**src/adc_link_pkg.sv**
```systemverilog
`default_nettype none
package adc_link_pkg;
  localparam int DATA_W = 16;
  localparam int REF_PERIOD_NS = 10;
  localparam int LINK_PERIOD_NS = 32;
  localparam int TCONV_MIN_NS = 1000;
  localparam int TCONV_MAX_NS = 1400;
  localparam int SEL_HOLD_NS = 120;
  localparam int SCLK_HALF_NS = 160;
  // Device finishes no earlier than the minimum conversion time
  localparam int CONV_LINK_CYCLES = (TCONV_MIN_NS + LINK_PERIOD_NS - 1) / LINK_PERIOD_NS;
  localparam int TCONV_MAX_CYCLES = (TCONV_MAX_NS + REF_PERIOD_NS - 1) / REF_PERIOD_NS;
  // Extra wait covers the device's input synchronisers and detect stage
  localparam int SYNC_SLACK_CYCLES = (4 * LINK_PERIOD_NS + REF_PERIOD_NS - 1) / REF_PERIOD_NS;
  localparam int HOST_WAIT_CYCLES = TCONV_MAX_CYCLES + SYNC_SLACK_CYCLES;
  localparam int SEL_HOLD_CYCLES = (SEL_HOLD_NS + REF_PERIOD_NS - 1) / REF_PERIOD_NS;
  localparam int SCLK_HALF_CYCLES = (SCLK_HALF_NS + REF_PERIOD_NS - 1) / REF_PERIOD_NS;
  localparam logic [4:0] BITS_PLAIN = 5'h10;
  localparam logic [4:0] BITS_BUSY = 5'h11;
  localparam logic TRIG_RESET = 1'h0;
  localparam logic SDI_RESET = 1'h1;
  localparam logic SCLK_RESET = 1'h0;
  typedef enum logic {DEV_ACQ, DEV_CONV} dev_state_t;
  typedef enum logic [2:0] {H_IDLE, H_TRIG, H_CONV, H_SHIFT, H_END, H_DROP} host_state_t;
endpackage
`default_nettype wire

```
**src/adc_link_if.sv**
```systemverilog
`default_nettype none
interface adc_link_if (
  input wire logic link_clk
);
  logic conversion_trigger;
  logic sdi;
  logic sclk;
  logic sdo;
  logic sdo_oe_n;
  logic sdo_line;
  // Pull-up on the data line while the device lets it float
  assign sdo_line = sdo_oe_n ? 1'b1 : sdo;
  modport device (
    input link_clk,
    input conversion_trigger,
    input sdi,
    input sclk,
    output sdo,
    output sdo_oe_n
  );
  modport host (
    output conversion_trigger,
    output sdi,
    output sclk,
    input sdo_line
  );
endinterface
`default_nettype wire

```
**src/adc_device_end.sv**
```systemverilog
`default_nettype none
module adc_device_end
  import adc_link_pkg::*;
#(
  parameter int CONV_CYCLES = CONV_LINK_CYCLES
) (
  adc_link_if.device link,
  input wire logic rst,
  input wire logic ce,
  input wire logic [DATA_W-1:0] analog_in,
  output logic power_down,
  output logic converting,
  output logic daisy_mode
);
  ////////////////////////////////////////////////
  // Pin synchronisers and edge detection

  logic trig_s;
  logic sdi_s;
  logic sclk_s;
  logic trig_q_ff;
  logic sclk_q_ff;
  logic sel_low_q_ff;
  logic sel_low;
  logic trig_rise;
  logic sclk_fall;
  logic sel_fall;
  logic sel_rise;

  sync2 #(
    .W(3)
  ) u_pin_sync (
    .clk(link.link_clk),
    .rst(rst),
    .ce(ce),
    .d({link.conversion_trigger, link.sdi, link.sclk}),
    .q({trig_s, sdi_s, sclk_s})
  );

  always_ff @(posedge link.link_clk or posedge rst) begin
    if (rst) begin
      trig_q_ff <= TRIG_RESET;
      sclk_q_ff <= SCLK_RESET;
      sel_low_q_ff <= 1'b1;
    end else if (ce) begin
      trig_q_ff <= trig_s;
      sclk_q_ff <= sclk_s;
      sel_low_q_ff <= sel_low;
    end
  end

  // Only one select line is in use per wiring, the other idles high
  assign sel_low = ~(trig_s & sdi_s);
  assign trig_rise = trig_s & ~trig_q_ff;
  assign sclk_fall = ~sclk_s & sclk_q_ff;
  assign sel_fall = sel_low & ~sel_low_q_ff;
  assign sel_rise = ~sel_low & sel_low_q_ff;

  ////////////////////////////////////////////////
  // Conversion sequencing

  dev_state_t state_ff;
  logic [15:0] conv_cnt_ff;
  logic [DATA_W-1:0] sample_ff;
  logic daisy_ff;
  logic power_down_ff;
  logic converting_ff;
  logic conv_done;
  logic start_conv;

  assign start_conv = (state_ff == DEV_ACQ) && trig_rise;
  assign conv_done = (state_ff == DEV_CONV) && (conv_cnt_ff == 16'(CONV_CYCLES - 1));

  always_ff @(posedge link.link_clk or posedge rst) begin
    if (rst) begin
      state_ff <= DEV_ACQ;
      conv_cnt_ff <= 16'h0000;
      sample_ff <= '0;
      daisy_ff <= 1'b0;
      power_down_ff <= 1'b1;
    end else if (ce) begin
      case (state_ff)
        DEV_ACQ: begin
          if (start_conv) begin
            state_ff <= DEV_CONV;
            conv_cnt_ff <= 16'h0000;
            // Input code is stored unchanged; no signed or offset conversion is made
            sample_ff <= analog_in;
            daisy_ff <= ~sdi_s;
            power_down_ff <= 1'b0;
          end
        end
        DEV_CONV: begin
          // Runs on the internal count only; select pins are not looked at
          if (conv_done) begin
            state_ff <= DEV_ACQ;
            power_down_ff <= 1'b1;
          end else begin
            conv_cnt_ff <= conv_cnt_ff + 16'h0001;
          end
        end
        default: begin
          state_ff <= DEV_ACQ;
        end
      endcase
    end
  end

  // Status flop of its own, so the output carries no gate after the register
  always_ff @(posedge link.link_clk or posedge rst) begin
    if (rst) begin
      converting_ff <= 1'h0;
    end else if (ce) begin
      if (start_conv) begin
        converting_ff <= 1'h1;
      end else if (conv_done) begin
        converting_ff <= 1'h0;
      end
    end
  end

  ////////////////////////////////////////////////
  // Serial output

  logic [DATA_W:0] shift_ff;
  logic [4:0] fall_cnt_ff;
  logic [4:0] limit_ff;
  logic armed_ff;
  logic oe_n_ff;
  logic [4:0] nxt_fall_cnt;

  assign nxt_fall_cnt = fall_cnt_ff + 5'h01;

  // Daisy-chain readout is not built: in that mode the line stays floating
  always_ff @(posedge link.link_clk or posedge rst) begin
    if (rst) begin
      shift_ff <= '0;
      fall_cnt_ff <= 5'h00;
      limit_ff <= BITS_PLAIN;
      armed_ff <= 1'b0;
      oe_n_ff <= 1'b1;
    end else if (ce) begin
      if (start_conv) begin
        oe_n_ff <= 1'b1;
        armed_ff <= 1'b0;
      end else if (conv_done && !daisy_ff) begin
        fall_cnt_ff <= 5'h00;
        if (sel_low) begin
          // Low busy bit leads, data follows on the next falls
          shift_ff <= {1'b0, sample_ff};
          limit_ff <= BITS_BUSY;
          oe_n_ff <= 1'b0;
          armed_ff <= 1'b0;
        end else begin
          shift_ff <= {sample_ff, 1'b0};
          limit_ff <= BITS_PLAIN;
          armed_ff <= 1'b1;
        end
      end else if (sel_rise) begin
        oe_n_ff <= 1'b1;
        armed_ff <= 1'b0;
      end else if (sel_fall && armed_ff) begin
        oe_n_ff <= 1'b0;
        armed_ff <= 1'b0;
      end else if (sclk_fall && !oe_n_ff) begin
        // Bit changes only on a fall, so it stands across the next rise
        shift_ff <= {shift_ff[DATA_W-1:0], 1'b0};
        fall_cnt_ff <= nxt_fall_cnt;
        if (nxt_fall_cnt == limit_ff) begin
          oe_n_ff <= 1'b1;
        end
      end
    end
  end

  assign link.sdo = shift_ff[DATA_W];
  assign link.sdo_oe_n = oe_n_ff;
  assign power_down = power_down_ff;
  assign converting = converting_ff;
  assign daisy_mode = daisy_ff;
endmodule
`default_nettype wire

```
**src/sync2.sv**
```systemverilog
`default_nettype none
module sync2 #(
  parameter int W = 1
) (
  input wire logic clk,
  input wire logic rst,
  input wire logic ce,
  input wire logic [W-1:0] d,
  output logic [W-1:0] q
);
  logic [W-1:0] meta_ff;
  logic [W-1:0] hold_ff;

  always_ff @(posedge clk or posedge rst) begin
    if (rst) begin
      meta_ff <= '0;
      hold_ff <= '0;
    end else if (ce) begin
      meta_ff <= d;
      hold_ff <= meta_ff;
    end
  end

  assign q = hold_ff;
endmodule
`default_nettype wire
```
**src/flat_wrapper.sv**
```systemverilog
// flat-port wrapper written by rule: the top's interface ports become plain ports
module adc_device_end_flat import adc_link_pkg::*;
#(
  parameter int CONV_CYCLES = CONV_LINK_CYCLES
)
  (rst, ce, analog_in, power_down, converting, daisy_mode, link_clk, link_conversion_trigger, link_sdi, link_sclk, link_sdo, link_sdo_oe_n);
  adc_link_if link_i (.link_clk(link_clk));
  input wire logic rst;
  input wire logic ce;
  input wire logic [DATA_W-1:0] analog_in;
  output logic power_down;
  output logic converting;
  output logic daisy_mode;
  input wire logic link_clk;
  input wire logic [$bits(link_i.conversion_trigger)-1:0] link_conversion_trigger;
  input wire logic [$bits(link_i.sdi)-1:0] link_sdi;
  input wire logic [$bits(link_i.sclk)-1:0] link_sclk;
  output wire logic [$bits(link_i.sdo)-1:0] link_sdo;
  output wire logic [$bits(link_i.sdo_oe_n)-1:0] link_sdo_oe_n;
  assign link_i.conversion_trigger = link_conversion_trigger;
  assign link_i.sdi = link_sdi;
  assign link_i.sclk = link_sclk;
  assign link_sdo = link_i.sdo;
  assign link_sdo_oe_n = link_i.sdo_oe_n;
  adc_device_end #(.CONV_CYCLES(CONV_CYCLES)) u_core (.link(link_i), .rst(rst), .ce(ce), .analog_in(analog_in), .power_down(power_down), .converting(converting), .daisy_mode(daisy_mode));
endmodule
```
**config.mk**
```make
export PLATFORM = sky130hd
export DESIGN_NAME = adc_device_end_flat
export DESIGN_NICKNAME = d
export VERILOG_FILES = /design/src/adc_link_pkg.sv /design/src/adc_link_if.sv /design/src/adc_device_end.sv /design/src/sync2.sv /design/src/flat_wrapper.sv
export SDC_FILE = /design/constraint.sdc
export NUM_CORES = 1
export LEC_CHECK = 0
export BUFFER_PORTS_ARGS = -buffer_cell sky130_fd_sc_hd__buf_2
export CAP_MARGIN = 20
export CORE_ASPECT_RATIO = 1.5
export CORE_UTILIZATION = 64
export DETAILED_ROUTE_END_ITERATION = 8
export PLACE_DENSITY = 0.84
export SLEW_MARGIN = 25
export SYNTH_ARGS = -nofsm -noshare
export SYNTH_HDL_FRONTEND = slang
export SYNTH_SLANG_ARGS = --single-unit
```
**constraint.sdc**
```tcl
create_clock -name link_clk -period 3.5 [get_ports link_clk]
set_input_delay 0.525 -clock link_clk [delete_from_list [all_inputs] [get_ports link_clk]]
set_output_delay 0.525 -clock link_clk [all_outputs]
set_load 0.03 [all_outputs]
```
After elaboration in Yosys (flattened, before gate mapping)
Cells that the tools add are included.

Register bits: 74. Bits of input ports: 22. Output and inout port bits: 5. Word-level logic and storage cells: 91.

$add $sub $neg: 2. Equality and inequality tests: 8. Multiplexer cells: 33. Bitwise operators: 12. Reduce and logical (&&, ||, !) cells: 20.

Operators by type and width (number): two-way mux 17 bit (5); two-way mux 16 bit (2); one-hot mux 16 bit (2 select lines) (1); two-way mux 5 bit (4); two-way mux 1 bit (19); adder 16 x 1 -> 16 bit (second input constant) (1); equality test 16 x 5 -> 1 bit (second input constant) (1); AND reduction 3 bit (4); nonzero test 5 bit (2); inverter 1 bit (7); != test 2 bit (second input constant) (3); adder 5 x 1 -> 5 bit (second input constant) (1); bitwise AND 1 bit (5); equality test 5 bit (1); logical AND 1 bit (5); AND reduction 5 bit (1); != test 2 x 1 -> 1 bit (second input constant) (2); one-hot mux 1 bit (2 select lines) (2); AND reduction 2 bit (2); AND reduction 4 bit (1); nonzero test 2 bit (2); nonzero test 4 bit (1); != test 3 x 2 -> 1 bit (second input constant) (1); logical NOT 1 bit (2).

Depth between registers and ports, before layout
Gate-level depths: netlist (run 1).

Word-level depth: 8. Mapped depth: 9. Mapped depth without buffers: 6.

Hierarchy
From an unflattened synthesis (run 1), not the netlist that was laid out.

Cells, all modules: 359. Area, all modules: 3432.0 um^2.

Modules (own cells, without submodules): adc_device_end (instances 1, cells each 345, area each 3176.8 um^2, sequential area each 1605.3 um^2); sync2 (instances 1, cells each 14, area each 255.2 um^2, sequential area each 150.1 um^2).

Worst setup path after synthesis (run 1)
No wires, ideal clock.

Path type: reg-to-reg. From: register u_core.conv_cnt_ff[5]. To: register u_core.shift_ff[1]. Setup time: 0.126 ns. Data arrival time: 2.083 ns. Required time: 3.374 ns. Path slack: 1.291 ns. Cell stages (with the launch flop): 8. Buffers on the path: 2. Period minus slack after synthesis: 2.209 ns. Cells stage by stage: dfrtp_1 or4b_4 nor3_4 nand3_2 and2_1 buf_6 buf_6 a221o_1.

Cells in the longest elaborated chain, start to end: 5. Elaborated cells between the ends (all ways): 8. Classes of those cells: 3 x eq/ne; 1 x mux; 4 x reduce/logical.

RTL lines: start, declared (RTL line adc_device_end.sv:63) `logic [15:0] conv_cnt_ff;`; start signal, assigned (RTL line adc_device_end.sv:99) `conv_cnt_ff <= conv_cnt_ff + 16'h0001;`; equality test 16 x 5 -> 1 bit (*) (RTL line adc_device_end.sv:72) `assign conv_done = (state_ff == DEV_CONV) && (conv_cnt_ff == 16'(CONV_CYCLES - 1));`; logical AND 1 bit (*) (RTL line adc_device_end.sv:72); logical AND 1 bit (*) (RTL line adc_device_end.sv:146) `end else if (conv_done && !daisy_ff) begin`; != test 2 bit (no source line) (tied with other cells); AND reduction 5 bit (no source line); end signal, assigned (RTL line adc_device_end.sv:150) `shift_ff <= {1'b0, sample_ff};`; end signal, assigned (RTL line adc_device_end.sv:155) `shift_ff <= {sample_ff, 1'b0};`; end signal, assigned (RTL line adc_device_end.sv:167) `shift_ff <= {shift_ff[DATA_W-1:0], 1'b0};`; end, declared (RTL line adc_device_end.sv:125) `logic [DATA_W:0] shift_ff;`.

Mark *: on every way between the ends. The rest lies on a longest branch, timed or not. A chain may end at the register's enable or synchronous reset.

Worst setup path in the final report (run 1)
From: register u_core.conv_cnt_ff[8]. To: register u_core.shift_ff[1].

Same word-level chain as after synthesis.

==> out/results.txt, run 1 <==
Clock tree synthesis found a total of 70 sinks. The tree is rooted in a clkbuf_8. In this run the remaining antenna-violating nets after routing total 0. The worst slew margin relative to its limit is 39.79%, and the total area of multi-input combinational cells is 1503 sq um. The final estimated routing congestion in global placement is 0.8492. The worst-case IR drop observed on VDD is 0.4256 mV. Pin count of the biggest net entering global routing: 41. The area growth from synthesis to layout is 10.41%. The starting utilization of the core area is 66.17%, and the cell leakage power is 0.001705 uW. Buffers inserted to repair hold after CTS numbered 0. The die boundary height works out to 90.80 um. The run finished with clean final reports.

For the clock buffer count from CTS, the log shows 9. In this run the worst path has a maximum fanout of 24. Number of hold violations in the final report: 0. Number of library cell types mapped by synthesis: 50. For this block, the routed nets add up to 7226 um of wire. For the worst endpoint required time, the log shows 3720 ps. The number of antenna diodes in the final layout is 0. The launching element type of the critical path is a flip-flop. The clock network latency to the later pin of the worst-skew pair was 350 ps.

The number of fill cells is 386. The cell row count was 32; the transition time of the tightest slew-check pin was 895.7 ps. The number of top-level pins is 27, and the cell count after synthesis is 355. Derived from the worst setup path, the maximum achievable clock frequency is 0.3905 GHz. The number of nets in the layout is 403, and the arrival time at the worst endpoint is 2780 ps. The overall power consumption was 2211 uW.

Number of enable-type register cells in the synthesized netlist: 0. The clock slew seen by the registers of the worst setup and hold paths is 70 ps. The number of global-route vias before repair came out at 2615.

The post-synthesis sequential area ratio is 52.18%. The initial antenna violation count came out at 0. Detailed routing inserted a total of 2708 vias.

Port buffering added 26 buffers. The final total negative setup slack was 0 ps. The cell area power density is 595.2 nW/um^2, and the reported max-cap violation count is 0.

TritonCTS built the clock tree. The run gives 0 as the setup fix buffers added after clock tree synthesis. STA classifies the critical path endpoint as a flip-flop.

In this run, the number of DRC markers left after iteration 0 of detailed routing was 174. Vias per cell: 5.991. The worst register-to-register path has a depth of 6. The most frequently used flop master after synthesis is dfrtp_1. The longest clock path from root to sink contains 2 buffers. The first global-routing pass estimated 11900 um of wire. For the number of max-slew violations in the final report, the log shows 0. The type of the worst setup path is flip-flop to flip-flop. The tools report the area of the mapped netlist as 3364 sq um. The synthesized area per cell works out to 9.477 sq um. CTS built an H-tree with a depth of 3.

The full die area is 5557 sq um, and the average wire length per cell after detail routing is 15.99 um. The post-detailed-route DRC marker count was 0. The detailed-router iteration count before antenna repair was 5. The clock period minus final worst setup slack was 2561 ps. On the final layout, the worst clock skew is 5.902 ps. The post-synth net total was 379. The number of gates resized after CTS was 0.

Of all flip-flops after synthesis, the portion carrying an async set or reset was 100.0%. The flip-flop and latch count after synthesis is 70, and the die boundary width is 61.20 um. Classification of the worst-slack hold path: input port to async pin. The logs give 1755 sq um for the register area and 0 for the number of failing setup endpoints in the final timing report.

After global routing the overflow that remains totals 0. The fraction of layout instances using a drive strength above 1 works out to 17.71%. Part of the cycle the worst path needs: 73.17%. Summed over all nets, the half-perimeter wirelength after detailed placement is 4819 um.

The run gives 0 as the count of yosys warnings during synthesis. Setup repair after global routing left no endpoint under its margin. The core region is 5085 sq um.

Global routing consumed, over all layers together, 29.44% of the routing resources.
power by group:
part           internal [uW]  switching [uW]
sequential               981             167
combinational            187             279
clock                    315             282
per-layer routing:
layer / track usage, % / vias up / part of all wire (%)
met5: 0 / - / 0
met4: 14.77 / 0 / 3.1
met3: 6.590 / 21 / 3.5
met2: 48.73 / 70 / 53
met1: 34.37 / 1333 / 40
li1: - / 1284 / -
worst paths after layout:
| check | start | end | slack, ps |
|---|---|---|---|
| max in group asynchronous | rst | u_core.link.sdo_oe_n | 2280 |
| min | rst | u_core.conv_cnt_ff[12] | 260 |
| min reg2reg | u_core.power_down | u_core.power_down | 450 |
| max | u_core.conv_cnt_ff[8] | u_core.shift_ff[1] | 940 |
| min in group link_clk | analog_in[8] | u_core.sample_ff[8] | 360 |
| max reg2reg | u_core.conv_cnt_ff[8] | u_core.shift_ff[1] | 940 |
critical path, cell delays in order, from the launching register on:
cell	delay, ps
dfrtp_1	410
or4_1	600
nor2_1	310
nand3_2	110
buf_4	220
and2_1	380
a221o_1	390
through the flow:
stage               instance area, sq um  hold WS, ps  cells  worst slack, ps  util [%]
floorplan                           3364        467.4    355             1212         -
global placement                    3533        438.9    436             1064     69.49
detailed placement                  3533        442.8    436            978.7     69.49
CTS                                 3715        274.3    452            949.1     73.06
global route                        3715        306.1    452            765.8     73.06
finish                              3715        260.7    452            939.1     73.06
sequential cells by signal (all words and copies together), names as in the netlist:
signal	cells
u_core.armed_ff	1
u_core.conv_cnt_ff	16
u_core.converting	1
u_core.daisy_mode	1
u_core.fall_cnt_ff	5
u_core.limit_ff	1
u_core.link.sdo_oe_n	1
u_core.power_down	1
u_core.sample_ff	16
u_core.sclk_q_ff	1
u_core.sel_low_q_ff	1
u_core.shift_ff	17
u_core.state_ff	1
u_core.trig_q_ff	1
u_core.u_pin_sync.meta_ff	3
u_core.u_pin_sync.q	3
cell usage after synthesis, types with 3 or more instances:
| library cell | instances | area, sq um |
|---|---|---|
| nor3_1 | 9 | 45.04 |
| nor2b_1 | 3 | 18.77 |
| nor3b_1 | 3 | 22.52 |
| and2_1 | 3 | 18.77 |
| clkbuf_1 | 14 | 52.55 |
| nand2_1 | 100 | 375.4 |
| o21ai_0 | 12 | 60.06 |
| nand3_1 | 11 | 55.05 |
| nor2_1 | 19 | 71.32 |
| mux2_2 | 9 | 101.4 |
| or2_2 | 3 | 18.77 |
| nand4_1 | 3 | 18.77 |
| a221o_1 | 15 | 150.1 |
| dfrtp_1 | 67 | 1677 |
| a21oi_1 | 20 | 100.1 |
| inv_1 | 6 | 22.52 |
| dfstp_2 | 3 | 78.83 |
| xnor2_1 | 13 | 113.9 |
| nand2b_1 | 3 | 18.77 |
placed cells by master, fill, tap and decap left out, types with 5 or more instances in the layout:
master / Yosys / layout
a21oi_1: 20 / 20
a221o_1: 15 / 15
buf_2: 0 / 26
buf_4: 1 / 5
clkbuf_8: 0 / 12
dfrtp_1: 67 / 67
inv_1: 6 / 5
mux2_2: 9 / 9
nand2_1: 100 / 100
nand3_1: 11 / 11
nor2_1: 19 / 18
nor3_1: 9 / 9
o21ai_0: 12 / 12
xnor2_1: 13 / 13
cells by family after synthesis:
family | count (synthesis) | synth area share [%]
AO/OA/AOI/OAI | 67 | 14.13
XOR/XNOR | 13 | 3.384
adder cells (fa/ha/maj) | 2 | 0.7437
buffers and inverters | 24 | 3.235
flip-flops | 70 | 52.18
multiplexers | 9 | 3.012
AND/OR/NAND/NOR | 170 | 23.32
final cells by class:
type	count	area share, %
flip-flops and latches	70	47.25
clock inverters	1	0.1347
inverters	6	0.6063
repair buffers	31	4.513
well taps	68	2.290
multi-input cells	261	40.45
clock buffers	15	4.749
No activity file was read; power rests on OpenSTA's default activity.
==> inputs of run 2 (changes only) <==
--- a/config.mk
+++ b/config.mk
@@ -8,9 +8,9 @@
 export BUFFER_PORTS_ARGS = -buffer_cell sky130_fd_sc_hd__buf_2
 export CAP_MARGIN = 20
 export CORE_ASPECT_RATIO = 1.5
-export CORE_UTILIZATION = 64
+export CORE_UTILIZATION = 54
 export DETAILED_ROUTE_END_ITERATION = 8
-export PLACE_DENSITY = 0.84
+export PLACE_DENSITY = 0.76
 export SLEW_MARGIN = 25
 export SYNTH_ARGS = -nofsm -noshare
 export SYNTH_HDL_FRONTEND = slang
==> constraint.sdc (replaced) <==
create_clock -name link_clk -period 2.3 [get_ports link_clk]
set_input_delay 0.345 -clock link_clk [delete_from_list [all_inputs] [get_ports link_clk]]
set_output_delay 0.345 -clock link_clk [all_outputs]
set_load 0.03 [all_outputs]
==> out/results.txt, run 2 (same netlist as run 1, synthesis figures left out) <==
The cell row count is 34 (was 32). The classification of the worst-slack hold path is input port to flip-flop (was input port to async pin). Commonest non-fill, non-tap cells in the layout: nand2_1, dfrtp_1, buf_2, a21oi_1, nor2_1 (unchanged). The worst hold path begins at analog_in[4].

The tools report the origin of the critical flop-to-flop path as u_core.conv_cnt_ff[6] (was u_core.conv_cnt_ff[8]). Launching element type of the critical path: a flip-flop (unchanged). Clock network latency to the later pin of the worst-skew pair: 350 ps (about the same). Flip-flop count of the largest register after layout: 17 (unchanged).

Full die area: 6557 sq um (was 5557 sq um). The post-DP HPWL is 5025 um (was 4819 um), and the overall power consumption is 3393 uW (was 2211 uW). The fraction of layout instances using a drive strength above 1 is 21.27% (was 17.71%). The final total negative setup slack is 0 ps (unchanged), and the worst setup slack after layout is 81.88 ps (was 939.1 ps). Initial antenna violation count: 0 (unchanged). Final estimated routing congestion in global placement: 0.8243 (was 0.8492).

The run gives 0.001756 uW (was 0.001705 uW) as the cell leakage power. The flow ran to the end, and the final reports show no timing, DRC or antenna violations. The run gives 177.5 ps (was 260.7 ps) as the hold slack. The cell area power density works out to 882.1 nW/um^2 (was 595.2 nW/um^2). The tools report the post-detailed-route DRC marker count as 0 (unchanged).

The arrival time at the worst endpoint is 2450 ps (was 2780 ps), and the residual overflow from global routing is 0 (unchanged). The area inside the core boundary was 5913 sq um (was 5085 sq um); the maximum vdd ir drop was 0.5265 mV (was 0.4256 mV). The part of the cycle the worst path needs was 96.44% (was 73.17%). The run gives 80 ps (was 940 ps) as the register-to-register setup slack. The tools report the number of top-level pins as 27 (unchanged). Die boundary height: 98.68 um (was 90.80 um).

The worst reg2reg path endpoint is u_core.fall_cnt_ff[2] (was u_core.shift_ff[1]). The number of nets in the layout was 414 (was 403). The average wire length per cell after detail routing was 15.34 um (was 15.99 um). The tools report the number of instances in the placed design as 449 (was 436).

The antenna cell count was 0 (unchanged). The run gives 0.4508 GHz (was 0.3905 GHz) as the top achievable clock speed. The transition time of the tightest slew-check pin is 785.5 ps (was 895.7 ps), and the worst hold path stage count is 3.

Worst setup path startpoint: u_core.conv_cnt_ff[6] (was u_core.conv_cnt_ff[8]). The clock period minus final worst setup slack was 2218 ps (was 2561 ps); the depth of the worst register-to-register path was 6 (unchanged). The tools report the total clock sinks as 70 (unchanged). The H-tree depth reported by CTS was 3 (unchanged); the die boundary width was 66.45 um (was 61.20 um). The global-route wire length before repair is 12450 um (was 11900 um). The tools report the category of the worst setup path capture point as a flip-flop (unchanged). The type of the worst setup path was flip-flop to flip-flop (unchanged). The number of max-slew violations in the final report was 0 (unchanged). The tools report the CTS root buffer as clkbuf_8 (unchanged). For the reported max-cap violation count, the log shows 0 (unchanged). TritonCTS built the clock tree. The via count came out at 2720 (was 2708). Largest registers: u_core.shift_ff x17, u_core.conv_cnt_ff x16, u_core.sample_ff x16 (unchanged).

The most common cell after layout, fill and taps aside is nand2_1 (unchanged). Number of buffers on the longest clock path: 2 (unchanged). The logs give 9 (unchanged) for the clock buffer count from CTS and 7163 um (was 7226 um) for the total wirelength of the detailed-routed design.

The post-layout instance count excluding filler cells was 467 (was 452). Register bank with the most flops: u_core.shift_ff (unchanged). The run gives 4 (was 5) as the detailed-router iteration count before antenna repair. The tools report the number of failing setup endpoints in the final timing report as 0 (unchanged).

The path with the worst hold slack has its endpoint at u_core.sample_ff[4]. The logs give 56.90% (was 66.17%) for the starting utilization of the core area and 13.33 ps (was 5.902 ps) for the setup clock skew after layout. The post-synthesis to final-layout area growth was 14.32% (was 10.41%); the overall global routing resource usage was 24.87% (was 29.44%). The number of hold violations in the final report came out at 0 (unchanged).

The pin count of the biggest net entering global routing was 39 (was 41). The remaining number of nets flagged by the antenna check after routing was 0 (unchanged); the clock slew seen by the registers of the worst setup and hold paths was 80 ps (was 70 ps). The vias per cell was 5.824 (was 5.991); the worst slew margin relative to its limit was 47.46% (was 39.79%). The count of routing violations after the opening detailed-route iteration is 209 (was 174). The number of global-route vias before repair is 2711 (was 2615). The worst endpoint required time was 2530 ps (was 3720 ps).

For the pre-CTS setup slack, the log shows 45.93 ps (was 978.7 ps). The maximum fanout along the worst path came out at 5 (was 24). The number of port buffers came out at 26 (unchanged).
==> run 2: changes by cell type in the layout (fill, tap and decap cells not counted), moves of 2 or more <==
cell	delta
clkbuf_8	-2
clkbuf_1	-3
clkinvlp_4	+3
buf_4	+8
buf_12	+2
==> run 2: worst max-delay path by stage <==
stage	slack, ps	end	cells past startpoint
after global placement	110	u_core.fall_cnt_ff[0]	4
after floorplan	90	u_core.shift_ff[1]	7
final	80	u_core.fall_cnt_ff[2]	6
after detailed placement	50	u_core.shift_ff[6]	5
after global routing	-4	u_core.fall_cnt_ff[2]	6
after CTS	30	u_core.shift_ff[6]	5
==> run 2: layout make-up <==
cell class,count,area (sq um)
tap,72,90.09
fill,472,2067
clock inverter,6,45.04
multi-input combinational,261,1518
inverter,6,22.52
timing repair buffer,42,277.8
clock buffer,10,137.6
sequential,70,1755
==> run 2: timing repair <==
action,in CTS,in global routing
hold endpoints to repair,6,0
endpoints found under the setup margin,0,17
resized for setup,0,3
hold buffers,1,0
setup buffers,0,1
==> run 2: metrics by stage <==
stage | instance area, sq um | util (%)
2_1_floorplan | 3364 | -
3_3_place_gp | 3631 | 61.41
3_5_place_dp | 3638 | 61.53
4_1_cts | 3831 | 64.79
5_1_grt | 3846 | 65.04
6_report | 3846 | 65.04
==> run 2: report_power, final <==
group,switching [uW],internal (uW)
Clock,479,423
Sequential,242,1490
Combinational,440,317
Total,1160,2230
==> run 2: critical path, stage by stage (launching register included) <==
cell	delay (ps)
dfrtp_1	420
or4_4	590
nor3_4	260
buf_4	160
and2_1	200
a2bb2o_1	290
a22o_1	180
==> run 2: metal layers <==
| layer | track usage [%] | up-vias | part of all wire, % |
|---|---|---|---|
| met3 | 5.324 | 15 | 4.3 |
| li1 | - | 1308 | - |
| met4 | 8.838 | 0 | 2.0 |
| met5 | 0 | - | 0 |
| met1 | 30.73 | 1324 | 41 |
| met2 | 42.15 | 73 | 53 |
==> inputs of run 3 (changes only) <==
--- a/config.mk
+++ b/config.mk
@@ -7,9 +7,9 @@
 export LEC_CHECK = 0
 export BUFFER_PORTS_ARGS = -buffer_cell sky130_fd_sc_hd__buf_2
 export CAP_MARGIN = 20
-export CORE_ASPECT_RATIO = 1.5
 export CORE_UTILIZATION = 54
 export DETAILED_ROUTE_END_ITERATION = 8
+export MAX_ROUTING_LAYER = met4
 export PLACE_DENSITY = 0.76
 export SLEW_MARGIN = 25
 export SYNTH_ARGS = -nofsm -noshare
==> out/results.txt, run 3 (same netlist as run 1, synthesis figures left out) <==
The depth of the worst register-to-register path was 6 (unchanged); the global-route wire length before repair was 11560 um (was 12450 um). The tools report the cell leakage power as 0.001782 uW (was 0.001756 uW). Largest registers: u_core.shift_ff x17, u_core.conv_cnt_ff x16, u_core.sample_ff x16 (unchanged). For the global routing met2 resource utilization, the log shows 36.05% (was 42.15%). The initial antenna violation count was 0 (unchanged). The register-to-register setup slack is 110 ps (was 80 ps), and the clock slew seen by the registers of the worst setup and hold paths is 80 ps (about the same). The cell area power density is 915.9 nW/um^2 (was 882.1 nW/um^2), and the number of hold violations in the final report is 0 (unchanged). Longest individual stage delay on the worst path: 590 ps (about the same).

The launching element type of the critical path was a flip-flop (unchanged). The overall global routing resource usage was 24.46% (was 24.87%). The die boundary width is 80.94 um (was 66.45 um). The register bank with the most flops is u_core.shift_ff (unchanged).

The flow ran to the end, and the final reports show no timing, DRC or antenna violations. The worst endpoint required time is 2540 ps (was 2530 ps). The post-synthesis to final-layout area growth is 15.21% (was 14.32%), and the clock network latency to the later pin of the worst-skew pair is 350 ps (about the same). The number of fill cells was 492 (was 472). TritonCTS built the clock tree.

The count of routing violations after the opening detailed-route iteration was 192 (was 209); the die boundary height was 80.94 um (was 98.68 um). The run gives 0 (unchanged) as the number of max-slew violations in the final report. The area inside the core boundary was 5956 sq um (was 5913 sq um); the residual overflow from global routing was 0 (unchanged). The maximum fanout along the worst path works out to 5 (unchanged).

The maximum vdd ir drop is 0.5228 mV (was 0.5265 mV). The type of the worst setup path was flip-flop to flip-flop (unchanged). The tools report the full die area as 6550 sq um (was 6557 sq um). The number of port buffers is 26 (unchanged). The final core utilization came out at 65.08% (was 65.04%). The post-DP HPWL was 4753 um (was 5025 um).

The arrival time at the worst endpoint is 2430 ps (was 2450 ps), and the cell area after layout is 3876 sq um (was 3846 sq um). The setup clock skew after layout was 9.012 ps (was 13.33 ps). The clock period minus final worst setup slack is 2188 ps (was 2218 ps). The final estimated routing congestion in global placement is 0.8358 (was 0.8243), and the post-detailed-route DRC marker count is 0 (unchanged).

Setup repair after global routing left no endpoint under its margin. The CTS root buffer was clkbuf_8 (unchanged). For the met1 track utilization from global routing, the log shows 32.16% (was 30.73%). The logs give 0 (unchanged) for the number of failing setup endpoints in the final timing report and 56.49% (was 56.90%) for the starting utilization of the core area. The cell row count is 28 (was 34). Clock buffer count from CTS: 9 (unchanged).

The top achievable clock speed was 0.4570 GHz (was 0.4508 GHz); the remaining number of nets flagged by the antenna check after routing was 0 (unchanged). The run gives 0 (unchanged) as the antenna cell count. The classification of the worst-slack hold path is input port to flip-flop (unchanged). The tools report the origin of the critical flop-to-flop path as u_core.conv_cnt_ff[6] (unchanged). Layer with the highest usage after global routing: met2 (unchanged). The fraction of layout instances using a drive strength above 1 came out at 21.21% (was 21.27%). For the reported max-cap violation count, the log shows 0 (unchanged). The tools report the register area as 1755 sq um (unchanged). Commonest non-fill, non-tap cells in the layout: nand2_1, dfrtp_1, buf_2, a21oi_1, nor2_1 (unchanged). Crit-path cells: or4_4, nor3_4, buf_4, and2_2, a2bb2o_1, a22o_1 (was or4_4, nor3_4, buf_4, and2_1, a2bb2o_1, a22o_1). The tools report the worst slew margin relative to its limit as 47.82% (was 47.46%).

Worst reg2reg path endpoint: u_core.fall_cnt_ff[2] (unchanged). The logs give 4 (unchanged) for the detailed-router iteration count before antenna repair and 3550 uW (was 3393 uW) for the overall power consumption. The average wire length per cell after detail routing was 14.93 um (was 15.34 um); the final total negative setup slack was 0 ps (unchanged). The library cell contributing the largest single delay on the critical path was or4_4 (unchanged). The tools report the category of the worst setup path capture point as a flip-flop (unchanged). The part of the cycle the worst path needs came out at 95.14% (was 96.44%). The number of top-level pins was 27 (unchanged).

The destination of the critical timing path was u_core.fall_cnt_ff[2] (unchanged). For the via count, the log shows 2686 (was 2720). The H-tree depth reported by CTS was 3 (unchanged). Worst setup path startpoint: u_core.conv_cnt_ff[6] (unchanged). The flip-flop count of the largest register after layout is 17 (unchanged), and the total wirelength of the detailed-routed design is 7031 um (was 7163 um).

The vias per cell works out to 5.703 (was 5.824). The instance area after placement was 3637 sq um (was 3638 sq um); the total clock sinks was 70 (unchanged). Total area of multi-input combinational cells: 1515 sq um (was 1518 sq um).

Transition time of the tightest slew-check pin: 780.2 ps (was 785.5 ps). The most common cell after layout, fill and taps aside was nand2_1 (unchanged). The number of nets in the layout was 415 (was 414).

The number of buffers on the longest clock path is 2 (unchanged). The tools report the number of global-route vias before repair as 2480 (was 2711). The pin count of the biggest net entering global routing is 37 (was 39). The tools report the fraction of met3 tracks used by global routing as 6.292% (was 5.324%).
-- run 3: changes by cell type in the layout (fill, tap and decap cells not counted), sizes merged --
cell      change
buf           +1
clkinvlp      -3
inv           +1
bufinv        +1
clkbuf        +1
-- run 3: area by class of cell --
class	count	share of cell area [%]
clock inverters	5	1.679
clock buffers	11	3.906
well taps	75	2.421
flip-flops and latches	70	45.29
repair buffers	43	7.037
multi-input cells	261	39.09
inverters	6	0.5810
-- run 3: how the worst min path moves through the flow --
stage	startpoint	endpoint	slack (ps)	cells after the start
after floorplan	analog_in[0]	u_core.sample_ff[0]	450	2
after global placement	rst	u_core.sample_ff[11]	230	2
after detailed placement	rst	u_core.sample_ff[6]	250	2
after CTS	analog_in[9]	u_core.sample_ff[9]	170	3
after global routing	analog_in[10]	u_core.sample_ff[10]	180	3
final	analog_in[4]	u_core.sample_ff[4]	180	3
-- run 3: timing repair --
item / 4_1_cts / 5_1_grt
resized for setup: 0 / 2
hold buffers: 1 / 0
hold endpoints to repair: 5 / 0
setup endpoints to repair: 0 / 1
buffers inserted: 0 / 1
-- run 3: per-stage QoR --
step	setup slack, ps	hold slack, ps	std cells
after CTS	11.84	173.8	470
after global routing	20.64	175.9	471
final	111.8	183.7	471
after detailed placement	38.06	246.3	453
after floorplan	91.40	450.4	355
after global placement	98.95	233.6	453
-- run 3: routing by layer --
metal  up-vias  share of wire (%)
met5         -                  0
met4         0                1.4
met3        14                3.6
met2        50                 47
met1      1312                 48
li1       1310                  -
-- run 3: worst max-delay path, delay by kind of cell, from the launching register on --
kind                   cells  cell delay [ps]
AND/OR/NAND/NOR            3             1000
AO/OA/AOI/OAI              2              470
flip-flops                 1              440
buffers and inverters      1              160
-- run 3: where the power goes --
group | switching [uW] | total, uW | internal, uW
registers | 254 | 1740 | 1490
clock network | 497 | 1070 | 572
logic | 425 | 737 | 312
